`src/ccl_pkg.sv`:
```
// Purpose: Shared constants for the charger limit registers and overcurrent sequence
// Assumes: 200 MHz system clock; SMBus framing decoded outside into word commands
// Notes: Register fields hold only the implemented bits; readback rebuilds the word
package ccl_pkg;
  // Command codes
  localparam logic [7:0] CMD_CHARGE_CURRENT = 8'h14;
  localparam logic [7:0] CMD_RELEARN = 8'h3D;
  localparam logic [7:0] CMD_INPUT_LIMIT = 8'h3F;
  // Current setting field layout, shared by both current registers
  localparam int CODE_LSB = 7;
  localparam int CODE_W = 6;
  // Relearn word layout
  localparam int RELEARN_EN_BIT = 0;
  localparam int RELEARN_LSB = 4;
  localparam int RELEARN_W = 11;
  // Reset values
  localparam logic [15:0] CHARGE_CURRENT_RST = 16'h0000;
  localparam logic [15:0] INPUT_LIMIT_RST = 16'h1000;
  localparam logic [15:0] RELEARN_RST = 16'h4B00;
  // Lowest usable relearn threshold, 4096 mV in 16 mV steps
  localparam logic [RELEARN_W-1:0] RELEARN_MIN_CODE = 11'h100;
  // Smallest nonzero input limit code, 128 mA
  localparam logic [CODE_W-1:0] INPUT_LIMIT_MIN_CODE = 6'h01;
  // Timing
  localparam int CLK_MHZ = 200;
  localparam int OCP_QUAL_MS = 16;
  localparam int RETRY_WAIT_MS = 600;
  localparam int OCP_QUAL_CYC = OCP_QUAL_MS * CLK_MHZ * 1000;
  localparam int RETRY_WAIT_CYC = RETRY_WAIT_MS * CLK_MHZ * 1000;
  localparam int TIMER_W = 27;
  localparam logic [1:0] MAX_RETRIES = 2'h3;
  // Overcurrent sequence states
  typedef enum logic [1:0] {
    OCP_IDLE = 2'b00,
    OCP_QUAL = 2'b01,
    OCP_OFF = 2'b10,
    OCP_LATCH = 2'b11
  } ccl_ocp_state_t;
endpackage

```
`src/ccl_timer.sv`:
```
// Purpose: One-shot down counter for the qualification and retry delays
// Assumes: load_in is at least 1 when start_in pulses
// Notes: expired_out is high for one cycle, load_in cycles after the start edge
`timescale 1ns/1ps
module ccl_timer #(
  parameter int W = ccl_pkg::TIMER_W
) (
  // Clock and reset
  input wire logic clk_in,
  input wire logic sys_rst_in,
  // Control
  input wire logic start_in,
  input wire logic cancel_in,
  input wire logic [W-1:0] load_in,
  // Status
  output logic expired_out
);
  import ccl_pkg::*;

  typedef struct packed {
    logic [W-1:0] cnt;
    logic run;
    logic expired;
  } ccl_tmr_state_t;

  ccl_tmr_state_t st_r;
  ccl_tmr_state_t st_nxt;

  always_comb begin
    st_nxt = st_r;
    st_nxt.expired = 1'b0;
    if (cancel_in) begin
      st_nxt.run = 1'b0;
    end else if (start_in) begin
      st_nxt.cnt = load_in;
      st_nxt.run = 1'b1;
    end else if (st_r.run) begin
      if (st_r.cnt <= W'(1)) begin
        st_nxt.run = 1'b0;
        st_nxt.expired = 1'b1;
      end else begin
        st_nxt.cnt = st_r.cnt - W'(1);
      end
    end
  end

  always_ff @(posedge clk_in) begin
    if (sys_rst_in) begin
      st_r <= '0;
    end else begin
      st_r <= st_nxt;
    end
  end

  assign expired_out = st_r.expired;
endmodule // ccl_timer

```
`src/ccl_charger_regs.sv`:
```
// Purpose: Charger current/relearn setting registers with overcurrent retry and relearn sequences
// Assumes: Word commands arrive already decoded from SMBus; analog comparators are synchronous inputs
// Notes: Readback rebuilds each word; unused bits read as zero
`timescale 1ns/1ps
module ccl_charger_regs #(
  parameter int QUAL_CYCLES = ccl_pkg::OCP_QUAL_CYC,
  parameter int RETRY_CYCLES = ccl_pkg::RETRY_WAIT_CYC
) (
  // Clock and reset
  input wire logic clk_in,
  input wire logic sys_rst_in,
  // Word command port
  input wire logic wr_en_in,
  input wire logic rd_en_in,
  input wire logic [7:0] cmd_code_in,
  input wire logic [15:0] wr_data_in,
  output logic [15:0] rd_data_out,
  output logic rd_valid_out,
  output logic rd_ack_out,
  // Analog monitors
  input wire logic adapter_present_in,
  input wire logic input_over_limit_in,
  input wire logic adapter_overcurrent_trip_in,
  input wire logic [15:0] batt_voltage_in,
  // Controls to the power stage
  output logic adapter_select_drive_out,
  output logic [ccl_pkg::CODE_W-1:0] charge_current_code_out,
  output logic [ccl_pkg::CODE_W-1:0] input_limit_code_out,
  output logic [ccl_pkg::RELEARN_W-1:0] relearn_field_out,
  output logic ocp_latched_out
);
  import ccl_pkg::*;

  typedef struct packed {
    logic [CODE_W-1:0] chg_code;
    logic [CODE_W-1:0] lim_code;
    logic lim_min_req;
    logic [RELEARN_W-1:0] relearn_code;
    logic relearn_en;
    logic [CODE_W-1:0] chg_applied;
    logic [CODE_W-1:0] lim_eff;
    ccl_ocp_state_t ocp;
    logic [1:0] trips;
    logic sel_drive;
    logic latched;
    logic [15:0] rd_data;
    logic rd_valid;
    logic rd_ack;
  } ccl_regs_state_t;

  ccl_regs_state_t st_r;
  ccl_regs_state_t st_nxt;
  logic tmr_start;
  logic tmr_cancel;
  logic [TIMER_W-1:0] tmr_load;
  logic tmr_expired;
  logic [RELEARN_W-1:0] relearn_thr;
  logic relearn_set;

  ccl_timer #(
    .W(TIMER_W)
  ) u_timer (
    .clk_in(clk_in),
    .sys_rst_in(sys_rst_in),
    .start_in(tmr_start),
    .cancel_in(tmr_cancel),
    .load_in(tmr_load),
    .expired_out(tmr_expired)
  );

  always_comb begin
    st_nxt = st_r;
    tmr_start = 1'b0;
    tmr_cancel = 1'b0;
    tmr_load = TIMER_W'(QUAL_CYCLES);
    relearn_set = 1'b0;
    st_nxt.rd_valid = 1'b0;
    st_nxt.rd_ack = 1'b0;
    // Writes keep only the implemented field bits
    if (wr_en_in) begin
      unique case (cmd_code_in)
        CMD_CHARGE_CURRENT: begin
          st_nxt.chg_code = wr_data_in[CODE_LSB +: CODE_W];
        end
        CMD_INPUT_LIMIT: begin
          st_nxt.lim_code = wr_data_in[CODE_LSB +: CODE_W];
          st_nxt.lim_min_req = |wr_data_in[CODE_LSB-1:0];
        end
        CMD_RELEARN: begin
          st_nxt.relearn_code = wr_data_in[RELEARN_LSB +: RELEARN_W];
          st_nxt.relearn_en = wr_data_in[RELEARN_EN_BIT];
          relearn_set = wr_data_in[RELEARN_EN_BIT];
        end
        default: begin
        end
      endcase
    end
    // Sub-128 mA requests read back as zero but still apply the minimum step
    if (st_r.lim_code == '0 && st_r.lim_min_req) begin
      st_nxt.lim_eff = INPUT_LIMIT_MIN_CODE;
    end else begin
      st_nxt.lim_eff = st_r.lim_code;
    end
    // Fold back one step per cycle so the system load keeps the input budget
    if (st_r.chg_applied > st_r.chg_code) begin
      st_nxt.chg_applied = st_r.chg_code;
    end else if (input_over_limit_in && st_r.chg_applied != '0) begin
      st_nxt.chg_applied = st_r.chg_applied - CODE_W'(1);
    end else if (!input_over_limit_in && st_r.chg_applied < st_r.chg_code) begin
      st_nxt.chg_applied = st_r.chg_applied + CODE_W'(1);
    end
    // End relearn at the threshold; a fresh enable write in the same cycle wins
    if (st_r.relearn_en && !relearn_set && batt_voltage_in[RELEARN_LSB +: RELEARN_W] <= relearn_thr) begin
      st_nxt.relearn_en = 1'b0;
    end
    // Overcurrent qualification, retry and latch-off
    if (!adapter_present_in) begin
      st_nxt.ocp = OCP_IDLE;
      st_nxt.trips = 2'h0;
      tmr_cancel = 1'b1;
    end else begin
      unique case (st_r.ocp)
        OCP_IDLE: begin
          if (adapter_overcurrent_trip_in) begin
            tmr_start = 1'b1;
            st_nxt.ocp = OCP_QUAL;
          end
        end
        OCP_QUAL: begin
          if (!adapter_overcurrent_trip_in) begin
            tmr_cancel = 1'b1;
            st_nxt.ocp = OCP_IDLE;
          end else if (tmr_expired) begin
            if (st_r.trips == MAX_RETRIES) begin
              st_nxt.ocp = OCP_LATCH;
            end else begin
              st_nxt.trips = st_r.trips + 2'h1;
              tmr_start = 1'b1;
              tmr_load = TIMER_W'(RETRY_CYCLES);
              st_nxt.ocp = OCP_OFF;
            end
          end
        end
        OCP_OFF: begin
          tmr_load = TIMER_W'(RETRY_CYCLES);
          if (tmr_expired) begin
            st_nxt.ocp = OCP_IDLE;
          end
        end
        OCP_LATCH: begin
        end
      endcase
    end
    // Adapter connected only while present, idle or qualifying a trip, and not relearning
    st_nxt.sel_drive = adapter_present_in && !st_nxt.relearn_en &&
                       (st_nxt.ocp == OCP_IDLE || st_nxt.ocp == OCP_QUAL);
    // Registered so the latch flag changes on the same edge as the selector
    st_nxt.latched = (st_nxt.ocp == OCP_LATCH);
    // Readback rebuilds the word with unused bits as zero
    if (rd_en_in) begin
      st_nxt.rd_valid = 1'b1;
      st_nxt.rd_data = 16'h0000;
      unique case (cmd_code_in)
        CMD_CHARGE_CURRENT: begin
          st_nxt.rd_data = {3'h0, st_r.chg_code, 7'h00};
          st_nxt.rd_ack = 1'b1;
        end
        CMD_INPUT_LIMIT: begin
          st_nxt.rd_data = {3'h0, st_r.lim_code, 7'h00};
          st_nxt.rd_ack = 1'b1;
        end
        CMD_RELEARN: begin
          st_nxt.rd_data = {1'b0, st_r.relearn_code, 3'h0, st_r.relearn_en};
          st_nxt.rd_ack = 1'b1;
        end
        default: begin
        end
      endcase
    end
  end

  // Codes below 4.096 V are raised to the floor of the threshold range
  assign relearn_thr = (st_r.relearn_code < RELEARN_MIN_CODE) ? RELEARN_MIN_CODE : st_r.relearn_code;

  always_ff @(posedge clk_in) begin
    if (sys_rst_in) begin
      st_r <= '0;
      st_r.chg_code <= CHARGE_CURRENT_RST[CODE_LSB +: CODE_W];
      st_r.lim_code <= INPUT_LIMIT_RST[CODE_LSB +: CODE_W];
      st_r.lim_eff <= INPUT_LIMIT_RST[CODE_LSB +: CODE_W];
      st_r.relearn_code <= RELEARN_RST[RELEARN_LSB +: RELEARN_W];
      st_r.relearn_en <= RELEARN_RST[RELEARN_EN_BIT];
      st_r.ocp <= OCP_IDLE;
    end else begin
      st_r <= st_nxt;
    end
  end

  assign rd_data_out = st_r.rd_data;
  assign rd_valid_out = st_r.rd_valid;
  assign rd_ack_out = st_r.rd_ack;
  assign adapter_select_drive_out = st_r.sel_drive;
  assign charge_current_code_out = st_r.chg_applied;
  assign input_limit_code_out = st_r.lim_eff;
  assign relearn_field_out = st_r.relearn_code;
  assign ocp_latched_out = st_r.latched;
endmodule // ccl_charger_regs

```
`config.mk`:
```
export PLATFORM = sky130hd
export DESIGN_NAME = ccl_charger_regs
export DESIGN_NICKNAME = d
export VERILOG_FILES = /design/src/ccl_pkg.sv /design/src/ccl_timer.sv /design/src/ccl_charger_regs.sv
export SDC_FILE = /design/constraint.sdc
export NUM_CORES = 1
export LEC_CHECK = 0
export ABC_AREA = 1
export BUFFER_PORTS_ARGS = -buffer_cell sky130_fd_sc_hd__buf_2
export CORE_MARGIN = 4
export CORE_UTILIZATION = 52
export CTS_BUF_LIST = sky130_fd_sc_hd__clkbuf_8 sky130_fd_sc_hd__clkbuf_16
export DETAILED_ROUTE_END_ITERATION = 7
export MAX_ROUTING_LAYER = met4
export PLACE_DENSITY = 0.84
export REMOVE_ABC_BUFFERS = 1
export SLEW_MARGIN = 20
export SYNTH_ARGS = -nofsm -noshare
export SYNTH_HDL_FRONTEND = slang
export SYNTH_HIERARCHICAL = 1
export SYNTH_SLANG_ARGS = --single-unit
```
`constraint.sdc`:
```
create_clock -name clk_in -period 1.9 [get_ports clk_in]
set_input_delay 0.19 -clock clk_in [delete_from_list [all_inputs] [get_ports clk_in]]
set_output_delay 0.19 -clock clk_in [all_outputs]
set_load 0.02 [all_outputs]
```
==> results.tsv, run 1 <==
stage	metric	value	unit
critical_path	end_kind	flop	
yosys	yosys.area.top_type	dfxtp_1	
place	placed_cell_area	6260	um^2
floorplan	dieWidth	113	um
cts	cts_root_buffer	clkbuf_8	
floorplan	initial_utilization	53.2	%
yosys	synthCells	917	
routing	drtPass1Iterations	5	
floorplan	num_io_pins	90	
routing	drt-initial-drc-count	287	
pwr	pwr-share-clk	23.1	%
floorplan	core	10800	um^2
sta	period_share	96.5	%
cts	clockBufferDepth	2	
cts	clock-sinks	86	
yosys	async_reset_ff_share	0	%
critical_path	startpoint_type	flop	
pwr	max-vdd-ir-drop	0.891	mV
pwr	power_frac_seq	34.8	%
floorplan	rows	38	
routing	wire_per_inst	12.5	um
routing	wirelength	14300	um
critical_path	path_max_fanout	5	
yosys	synth_top_area_share	29.9	%
yosys	synth_edf_count	0	
pwr	pwr-share-comb	42.1	%
yosys	yosysWarningCount	6	
yosys	ys_types	38	
cts	cts_buffers	9	
sta	worstMarginPinSlew	0.513	ns
cells_and_area	seqCellArea	1740	um^2
place	dpl.cell_count	1125	
place	dp_hpwl	10800	um
grt	grt_pass1_vias	5378	
sta	maxSlewHeadroom	65.7	%
routing	drc	0	
yosys	avgSynthCellArea	6.29	um^2
sta	rsz0062_at_grt	true	
routing	viasPerCell	5.13	
place	globalplace.congestion	0.962	
yosys	synth-seq-cells	86	
min_path	holdCritPathClass	primary input to flop	
sta	clock_skew	0.0127	ns
grt	gr-usage-all-layers	22.8	%
cells_and_area	n_antenna_cell	0	
floorplan	dieArea	12800	um^2
yosys	synth_area	5770	um^2
cells_and_area	nFillCells	1015	
grt	grt.overflow.total	0	
grt	grt_start_max_net_pins	38	
routing	drtAntennaViolNets	0	
floorplan	die_y	113	um
critical_path	required	2.19	ns
sta	report.final.slew_viol_count	0	
grt	grt_pass1_wl	23600	um
critical_path	critPathKind	flop to flop	
cells_and_area	final_nets	1077	
cells_and_area	multiInputGateArea	3390	um^2
pwr	p_per_area	865	nW/um^2
cells_and_area	drive_gt1_share	22.5	%
critical_path	arrival	2.12	ns
pwr	power_leakage	0.00349	uW
cts	htreeDepth	3	
pwr	p_sw	2420	uW
cts	insertion_delay	0.39	ns
yosys	ys_seq_area_share	29.9	%
sta	hold_violations	0	
sta	finalCriticalPeriod	1.83	ns
cells_and_area	fin_area	6690	um^2
routing	vias	5874	
status	status	finished clean	
yosys	yosysMostFrequentCell	nand2_1	
pwr	p_int	3370	uW
cts	cts_tree	yes	
pwr	sw_frac_of_total	41.7	%
cts	clk_pin_slew_worst_paths	0.11	ns
sta	setup_viol	0	
yosys	ys.flop_type	dfxtp_1	
flow_run	maxCapViolCount	0	
cells_and_area	fin_cells	1146	
yosys	yosys-top-cells-area	dfxtp_1 (30%), nand2_1 (16%), nor2_1 (9.5%)	
place	portBuffers	79	
yosys	synthTopCellsByCount	nand2_1 (247), nor2_1 (146), inv_1 (103)	
sta	timing.fmax	0.545	GHz
cells_and_area	syn_to_final_growth	16.0	%
grt	antenna_found_initial	0	
[area by class of cell]
cell class	instances	share of cell area, %
Tap cell	140	2.62
Multi-Input combinational cell	671	50.7
Sequential cell	86	26.0
Clock inverter	7	1.12
Timing Repair Buffer	119	11.3
Inverter	114	6.43
Clock buffer	9	1.85
[repair_timing]
action                                  CTS  global route
pin swaps                                 1            20
hold buffers                              1             0
endpoints found under the hold margin     1             0
endpoints found under the setup margin    4            36
cloned                                    0             1
setup buffers                             0             3
gates resized for setup                   3            63
[stage by stage]
step	hold slack, ns	setup WS [ns]	util [%]	power (uW)	TNS [ns]
floorplan	0.252	-1.28	-	3520	-31.68
global placement	0.422	0.0236	57.7	4130	0
detailed placement	0.420	-0.0137	57.7	4190	-0.0196
CTS	0.0124	0.0124	59.8	5510	0
global route	0.0354	-0.112	61.7	6200	-1.52
finish	0.0298	0.0659	61.7	5780	0
[routing by layer]
metal	up-vias	GRT usage (%)	wire length [um]
met1	2625	27.7	6150
met2	200	37.9	6910
li1	3013	-	-
met5	-	-	0
met3	36	4.81	945
met4	0	7.29	352
[sequential cells by signal (all words and copies together) (netlist names), 6 cells and up]
| register | cells |
|---|---|
| u_timer/st_r | 28 |
| st_r | 18 |
| rd_data_out | 12 |
| relearn_field_out | 11 |
| input_limit_code_out | 6 |
| charge_current_code_out | 6 |
[power groups by stage]
stage          Clock, uW  Sequential [uW]  Combinational, uW
6_report            1340             2010               2430
3_3_place_gp           0             2030               2100
2_1_floorplan          0             2090               1430
3_5_place_dp           0             2030               2150
5_1_grt             1430             2030               2750
4_1_cts             1350             1990               2170
[final timing paths]
| check | to | slack (ns) | cells past startpoint | startpoint |
|---|---|---|---|---|
| worst max-delay path | charge_current_code_out[3]$_SDFFE_PP0P_ | 0.07 | 15 | charge_current_code_out[5]$_SDFFE_PP0P_ |
| worst min-delay path | relearn_field_out[10]$_SDFFE_PP1P_ | 0.03 | 3 | wr_data_in[14] |
| worst min register to register | st_r[20]$_SDFFE_PP0P_ | 0.47 | 2 | st_r[20]$_SDFFE_PP0P_ |
| worst max register to register | charge_current_code_out[3]$_SDFFE_PP0P_ | 0.07 | 15 | charge_current_code_out[5]$_SDFFE_PP0P_ |
[cell families after synthesis]
kind of cell / count (synthesis) / share of synthesized area, %
buffers and inverters: 177 / 15.3
AND/OR/NAND/NOR: 493 / 36.0
adder cells (fa/ha/maj): 29 / 6.42
XOR/XNOR: 1 / 0.152
flip-flops: 86 / 29.9
other: 2 / 0.130
AO/OA/AOI/OAI: 129 / 12.1
[layout by cell type, fill, tap and decap left out, types with 9 or more instances in the layout]
cell type  netlist  layout
nand2_1        247     237
nor2_1         146     134
inv_1          103      99
buf_2            5      80
dfxtp_1         86      76
o21ai_0         62      56
nand3_1         60      56
a21oi_1         52      47
buf_4           39      32
ha_1            28      23
nor2_2           8      19
conb_1           2      19
nand2_2          6      15
inv_2           10      14
nand3_2          5       9
o21ai_1          3       9
dfxtp_2          0       9
clkbuf_8         0       9
[worst max-delay path, cell delays in order (launching register included)]
cell	delay (ns)
dfxtp_4	0.38
nor2_2	0.13
nand3_2	0.11
nand2_2	0.11
inv_4	0.06
ha_1	0.27
nand2_1	0.10
inv_1	0.05
nand2_1	0.07
nand2_1	0.06
nand2_1	0.06
nand2_1	0.05
nand2_1	0.06
o21ai_0	0.08
nor2_1	0.09
nor2_1	0.05
Note: power is estimated with default switching activity, not from simulation.
==> run 2, diff against run 1 <==
BUFFER_PORTS_ARGS = -buffer_cell sky130_fd_sc_hd__clkbuf_2   (was -buffer_cell sky130_fd_sc_hd__buf_2)
REMOVE_ABC_BUFFERS = unset   (was 1)
==> results.tsv, run 2 (same netlist as run 1, synthesis figures left out) <==
stage	metric	value	unit	change
status	status	finished with violations		
status	violations	negative setup slack		
routing	wire_per_inst	13.0	um	+4.0%
sta	report.final.slew_viol_count	0		unchanged
critical_path	startpoint_type	flop		
cells_and_area	most-common-layout-cells	nand2_1 (224), nor2_1 (128), inv_1 (93)		
min_path	holdPathStages	3		unchanged
cells_and_area	final_common_cell	nand2_1		
grt	grt_pass1_wl	23600	um	about the same
sta	setup_ws	-0.0138	ns	-0.0798 ns
pwr	power_leakage	0.00357	uW	+2.1%
place	globalplace.congestion	0.970		+0.80%
critical_path	crit_buf_inv	4		+2
cts	cts_buffers	9		unchanged
sta	hold_ws	0.0499	ns	+0.0201 ns
critical_path	critPathKind	flop to flop		
sta	finalCriticalPeriod	1.91	ns	+0.0798 ns
sta	clock_skew	0.0134	ns	+0.000610 ns
routing	viasPerCell	5.15		+0.50%
critical_path	reg2reg_depth	13		-2
grt	grt_pass1_vias	5396		+0.33%
critical_path	worst_path_most_repeated_cell	inv_2		
cells_and_area	fin_area	6920	um^2	+3.4%
critical_path	path_max_fanout	6		+1
pwr	max-vdd-ir-drop	0.672	mV	-25%
routing	vias	5960		+1.5%
cts	clock-sinks	86		unchanged
floorplan	core	10800	um^2	unchanged
floorplan	rows	38		unchanged
critical_path	critPathTopFamily	simple AND/OR/NAND/NOR gates		
grt	antenna_found_initial	0		unchanged
routing	wirelength	15100	um	+5.0%
sta	maxSlewHeadroom	62.2	%	-3.5 points
grt	grt.overflow.total	0		unchanged
routing	drtPass1Iterations	6		+1
cts	cts_root_buffer	clkbuf_8		
sta	worstMarginPinSlew	0.566	ns	+0.0531 ns
sta	setup_viol	1		+1
cells_and_area	largest_reg_flops	28		unchanged
floorplan	dieArea	12800	um^2	unchanged
cts	cts_tree	yes		
place	dp_hpwl	10700	um	-0.36%
cts	clk_pin_slew_worst_paths	0.09	ns	-0.02 ns
cts	insertion_delay	0.36	ns	-0.03 ns
sta	period_share	101	%	+4.2 points
floorplan	initial_utilization	53.2	%	unchanged
routing	drc	0		unchanged
pwr	p_per_area	854	nW/um^2	-1.2%
sta	hold_violations	0		unchanged
cells_and_area	final_nets	1088		+1.0%
critical_path	slowest_delay	0.34	ns	-0.04 ns
routing	drt-initial-drc-count	515		+79%
flow_run	maxCapViolCount	0		unchanged
cells_and_area	syn_to_final_growth	20.0	%	
critical_path	crit_chain	ha_4 -> nor2_4 -> inv_2 -> nor2_4 -> inv_2 -> a21oi_4 -> inv_2 -> nand2_2 -> nand3_4 -> clkbuf_16 -> nand2_4 -> nand2_2 -> nor2_1		
cells_and_area	n_antenna_cell	0		unchanged
critical_path	arrival	2.19	ns	+0.07 ns
place	placed_cell_area	6300	um^2	+0.60%
floorplan	die_y	113	um	unchanged
floorplan	dieWidth	113	um	unchanged
cts	clockBufferDepth	2		unchanged
critical_path	worst-path-stages	13		-2
grt	gr-usage-all-layers	22.5	%	-0.27 points
min_path	holdCritPathClass	primary input to flop		
cells_and_area	regMostFlops	u_timer/st_r		
grt	grt_start_max_net_pins	38		unchanged
place	portBuffers	79		unchanged
critical_path	cpMaxStageDelayCell	dfxtp_2		
sta	timing.fmax	0.523	GHz	-4.2%
floorplan	num_io_pins	90		unchanged
cells_and_area	drive_gt1_share	25.3	%	+2.8 points
sta	rsz0062_at_grt	true		
cts	htreeDepth	3		unchanged
routing	drtAntennaViolNets	0		unchanged
critical_path	required	2.18	ns	about the same
critical_path	end_kind	flop		
-- run 2: changes by cell type in the layout (fill, tap and decap cells not counted), sizes merged --
cell         previous run  this run
clkinvlp                1         2
dlygate4sd3             1         0
inv                   119       116
buf                   118        48
clkbuf                  9        92
bufinv                  0         1
-- run 2: per-stage QoR --
| stage | setup WS (ns) | TNS [ns] | cells | util (%) | total power [uW] |
|---|---|---|---|---|---|
| 5_1_grt | -0.145 | -2.22 | 1157 | 63.8 | 6340 |
| 3_5_place_dp | -0.0716 | -0.275 | 1130 | 58.1 | 4250 |
| 3_3_place_gp | -0.0148 | -0.0197 | 1130 | 58.1 | 4210 |
| 2_1_floorplan | 0.0302 | 0 | 934 | - | 3670 |
| 4_1_cts | -0.00142 | -0.00142 | 1146 | 60.1 | 5620 |
| 6_report | -0.0138 | -0.0138 | 1157 | 63.8 | 5910 |
-- run 2: layout make-up --
class                   instances  area, um^2
flip-flops and latches         86        1740
fillers                       968        3920
clock inverters                 6        67.6
inverters                     114         433
multi-input cells             671        3460
repair buffers                130         906
clock buffers                  10         138
well taps                     140         175
-- run 2: path summary, 6_finish.rpt --
path                              start                            endpoint  slack (ns)
setup / recovery  st_r[21]$_SDFFE_PP0P_       u_timer/st_r[22]$_SDFFE_PP0P_       -0.01
hold reg to reg   st_r[48]$_SDFFE_PP0P_               st_r[48]$_SDFFE_PP0P_        0.48
setup reg to reg  st_r[21]$_SDFFE_PP0P_       u_timer/st_r[22]$_SDFFE_PP0P_       -0.01
hold / removal           wr_data_in[14]  relearn_field_out[10]$_SDFFE_PP1P_        0.05
-- run 2: what timing repair did --
action,in CTS,in global routing
setup endpoints to repair,7,36
cloned,0,3
gates resized for setup,3,87
pin swaps,0,13
hold buffers,0,0
setup buffers,0,8
-- run 2: tightest hold or removal path, cell delays in order --
cell	delay [ns]
clkbuf_2	0.07
a21oi_1	0.05
o21ai_0	0.06
-- run 2: power breakdown --
part	internal [uW]	switching (uW)	total (uW)	leakage, uW
sequential	1910	96.1	2010	0.000704
combinational	1020	1530	2550	0.00277
clock	651	696	1350	0.0000993
-- run 2: metal layers --
layer | track usage (%) | up-vias | routed length, um
li1 | - | 3038 | -
met3 | 4.33 | 27 | 910
met2 | 39.5 | 210 | 7670
met5 | - | - | 0
met4 | 5.45 | 0 | 253
met1 | 26.6 | 2685 | 6230
==> run 3, diff against run 2 <==
CORE_UTILIZATION = 55   (was 52)
PLACE_DENSITY = 0.85   (was 0.84)
clock period = 2.29 ns   (was 1.9 ns; I/O delays follow)
==> results.tsv, run 3 (same netlist as run 1, synthesis figures left out) <==
stage	metric	value	unit	change
critical_path	slowest_delay	0.38	ns	+0.04 ns
min_path	holdCritPathClass	primary input to flop		
floorplan	dieArea	12200	um^2	-5.1%
cts	insertion_delay	0.37	ns	about the same
cells_and_area	final_nets	1049		-3.6%
routing	top_layer	met4		
floorplan	initial_utilization	56.1	%	+2.9 points
critical_path	critPathLaunch	charge_current_code_out[3]$_SDFFE_PP0P_		
critical_path	cpMaxStageDelayCell	dfxtp_1		
critical_path	rr_startpoint	charge_current_code_out[3]$_SDFFE_PP0P_		
place	place_ws	0.143	ns	+0.215 ns
sta	setup_viol	0		-1
cts	cts_tree	yes		
place	dp_hpwl	10300	um	-3.6%
cells_and_area	nFillCells	949		-2.0%
grt	gr-usage-all-layers	24.1	%	+1.5 points
sta	rsz0062_at_grt	false		
cells_and_area	seqCellArea	1720	um^2	-0.79%
grt	grt_start_max_net_pins	31		-18%
cts	clock-sinks	86		unchanged
routing	wl_met3	900	um	-1.1%
cells_and_area	syn_to_final_growth	9.42	%	
floorplan	die_y	110	um	-2.6%
place	placed_cell_area	6010	um^2	-4.6%
routing	wirelength	13700	um	-8.9%
cts	clockBufferDepth	2		unchanged
critical_path	end_kind	flop		
routing	vias	5607		-5.9%
sta	clock_skew	0.0143	ns	+0.000901 ns
flow_run	maxCapViolCount	0		unchanged
cts	cts_hold_buffers	0		unchanged
routing	drtPass1Iterations	5		-1
critical_path	crit_chain	nor2_1 -> nand3_1 -> nand2_2 -> inv_1 -> ha_1 -> nand2_1 -> nand2_1 -> nand2_1 -> nand2_1 -> nor2_1 -> inv_1 -> nand2_1 -> nand3_1 -> a21oi_1		
cells_and_area	regMostFlops	u_timer/st_r		
pwr	max-vdd-ir-drop	0.619	mV	-7.9%
cells_and_area	most-common-layout-cells	nand2_1 (246), nor2_1 (145), inv_1 (103)		
pwr	p_per_area	741	nW/um^2	-13%
cells_and_area	final_common_cell	nand2_1		
sta	worstMarginPinSlew	0.627	ns	+0.0607 ns
critical_path	path_max_fanout	6		unchanged
pwr	power_leakage	0.00336	uW	-6.0%
critical_path	critPathKind	flop to flop		
critical_path	arrival	2.37	ns	+0.18 ns
min_path	holdPathStages	3		unchanged
grt	grt_pass1_vias	5122		-5.1%
critical_path	reg2reg_depth	14		+1
critical_path	r2r_end	charge_current_code_out[5]$_SDFFE_PP0P_		
routing	viasPerCell	5.03		-2.3%
critical_path	required	2.60	ns	+0.42 ns
min_path	worstHoldStart	wr_data_in[14]		
floorplan	core	10300	um^2	-5.2%
critical_path	startpoint_type	flop		
floorplan	dieWidth	110	um	-2.6%
grt	antenna_found_initial	0		unchanged
place	portBuffers	79		unchanged
sta	finalCriticalPeriod	2.07	ns	+0.153 ns
routing	wire_per_inst	12.3	um	-5.4%
grt	grt_pass1_wl	22900	um	-2.9%
routing	met2_length	6530	um	-15%
sta	hold_ws	0.0746	ns	+0.0247 ns
cells_and_area	n_antenna_cell	0		unchanged
critical_path	worst_path_most_repeated_cell	nand2_1		
cts	htreeDepth	3		unchanged
sta	setup_ws	0.223	ns	+0.237 ns
sta	hold_violations	0		unchanged
sta	maxSlewHeadroom	57.8	%	-4.4 points
sta	report.final.slew_viol_count	0		unchanged
min_path	holdPathEnd	relearn_field_out[10]$_SDFFE_PP1P_		
cells_and_area	largest_reg_flops	28		unchanged
cts	cts_buffers	9		unchanged
floorplan	rows	37		-2.6%
sta	timing.fmax	0.484	GHz	-7.4%
cells_and_area	drive_gt1_share	15.4	%	-9.8 points
routing	wl_met1	5980	um	-4.1%
sta	period_share	90.3	%	-10 points
grt	grt.overflow.total	0		unchanged
status	status	finished clean		
cells_and_area	multiInputGateArea	3230	um^2	-6.6%
cells_and_area	fin_area	6310	um^2	-8.8%
routing	drtAntennaViolNets	0		unchanged
sta	setup_tns	0	ns	+0.0138 ns
floorplan	num_io_pins	90		unchanged
routing	drc	0		unchanged
routing	drt-initial-drc-count	347		-33%
critical_path	ff2ff_setup_slack	0.22	ns	+0.24 ns
place	globalplace.congestion	0.944		-2.7%
cts	clk_pin_slew_worst_paths	0.09	ns	about the same
cts	cts_root_buffer	clkbuf_8		
==> run 3: layout make-up <==
class	instances	share of cell area, %
Clock buffer	9	1.96
Clock inverter	7	2.04
Inverter	114	6.78
Multi-Input combinational cell	671	51.3
Sequential cell	86	27.3
Tap cell	136	2.70
Timing Repair Buffer	91	7.95
==> run 3: critical path: cells and delay by family, from the launching register on <==
family	cells	cell delay (ns)
fa+ha+maj	1	0.34
buf+inv	2	0.18
simple gates	10	0.98
flops	1	0.38
compound gates	1	0.14
==> run 3: how the worst max path moves through the flow <==
stage	to	cells after the start
floorplan	u_timer/st_r[22]$_SDFFE_PP0P_	13
global placement	u_timer/st_r[5]$_SDFFE_PP0P_	15
detailed placement	u_timer/st_r[5]$_SDFFE_PP0P_	15
CTS	u_timer/st_r[5]$_SDFFE_PP0P_	15
global route	u_timer/st_r[11]$_SDFFE_PP0P_	14
finish	charge_current_code_out[5]$_SDFFE_PP0P_	14
==> run 3: layer usage <==
metal | vias to the layer above | GRT usage [%]
li1 | 2948 | -
met1 | 2443 | 29.7
met2 | 187 | 39.8
met3 | 29 | 4.54
met4 | 0 | 8.00
met5 | - | -
==> run 3: per-stage QoR <==
stage	power (uW)	cells	utilization, %
2_1_floorplan	3050	934	-
3_3_place_gp	3300	1095	58.5
3_5_place_dp	3330	1095	58.5
4_1_cts	4670	1111	60.9
5_1_grt	5000	1114	61.4
6_report	4680	1114	61.4
==> run 3: where the power goes <==
group / total, uW / leakage (uW) / switching, uW / internal (uW)
logic: 1660 / 0.00253 / 1100 / 566
clock network: 1350 / 0.000124 / 603 / 743
registers: 1670 / 0.000699 / 87.1 / 1580
total: 4680 / 0.00336 / 1790 / 2890
==> run 3: timing repair <==
item	in CTS	in global routing
setup endpoints to repair	0	19
gates resized for setup	0	5
setup buffers	0	3
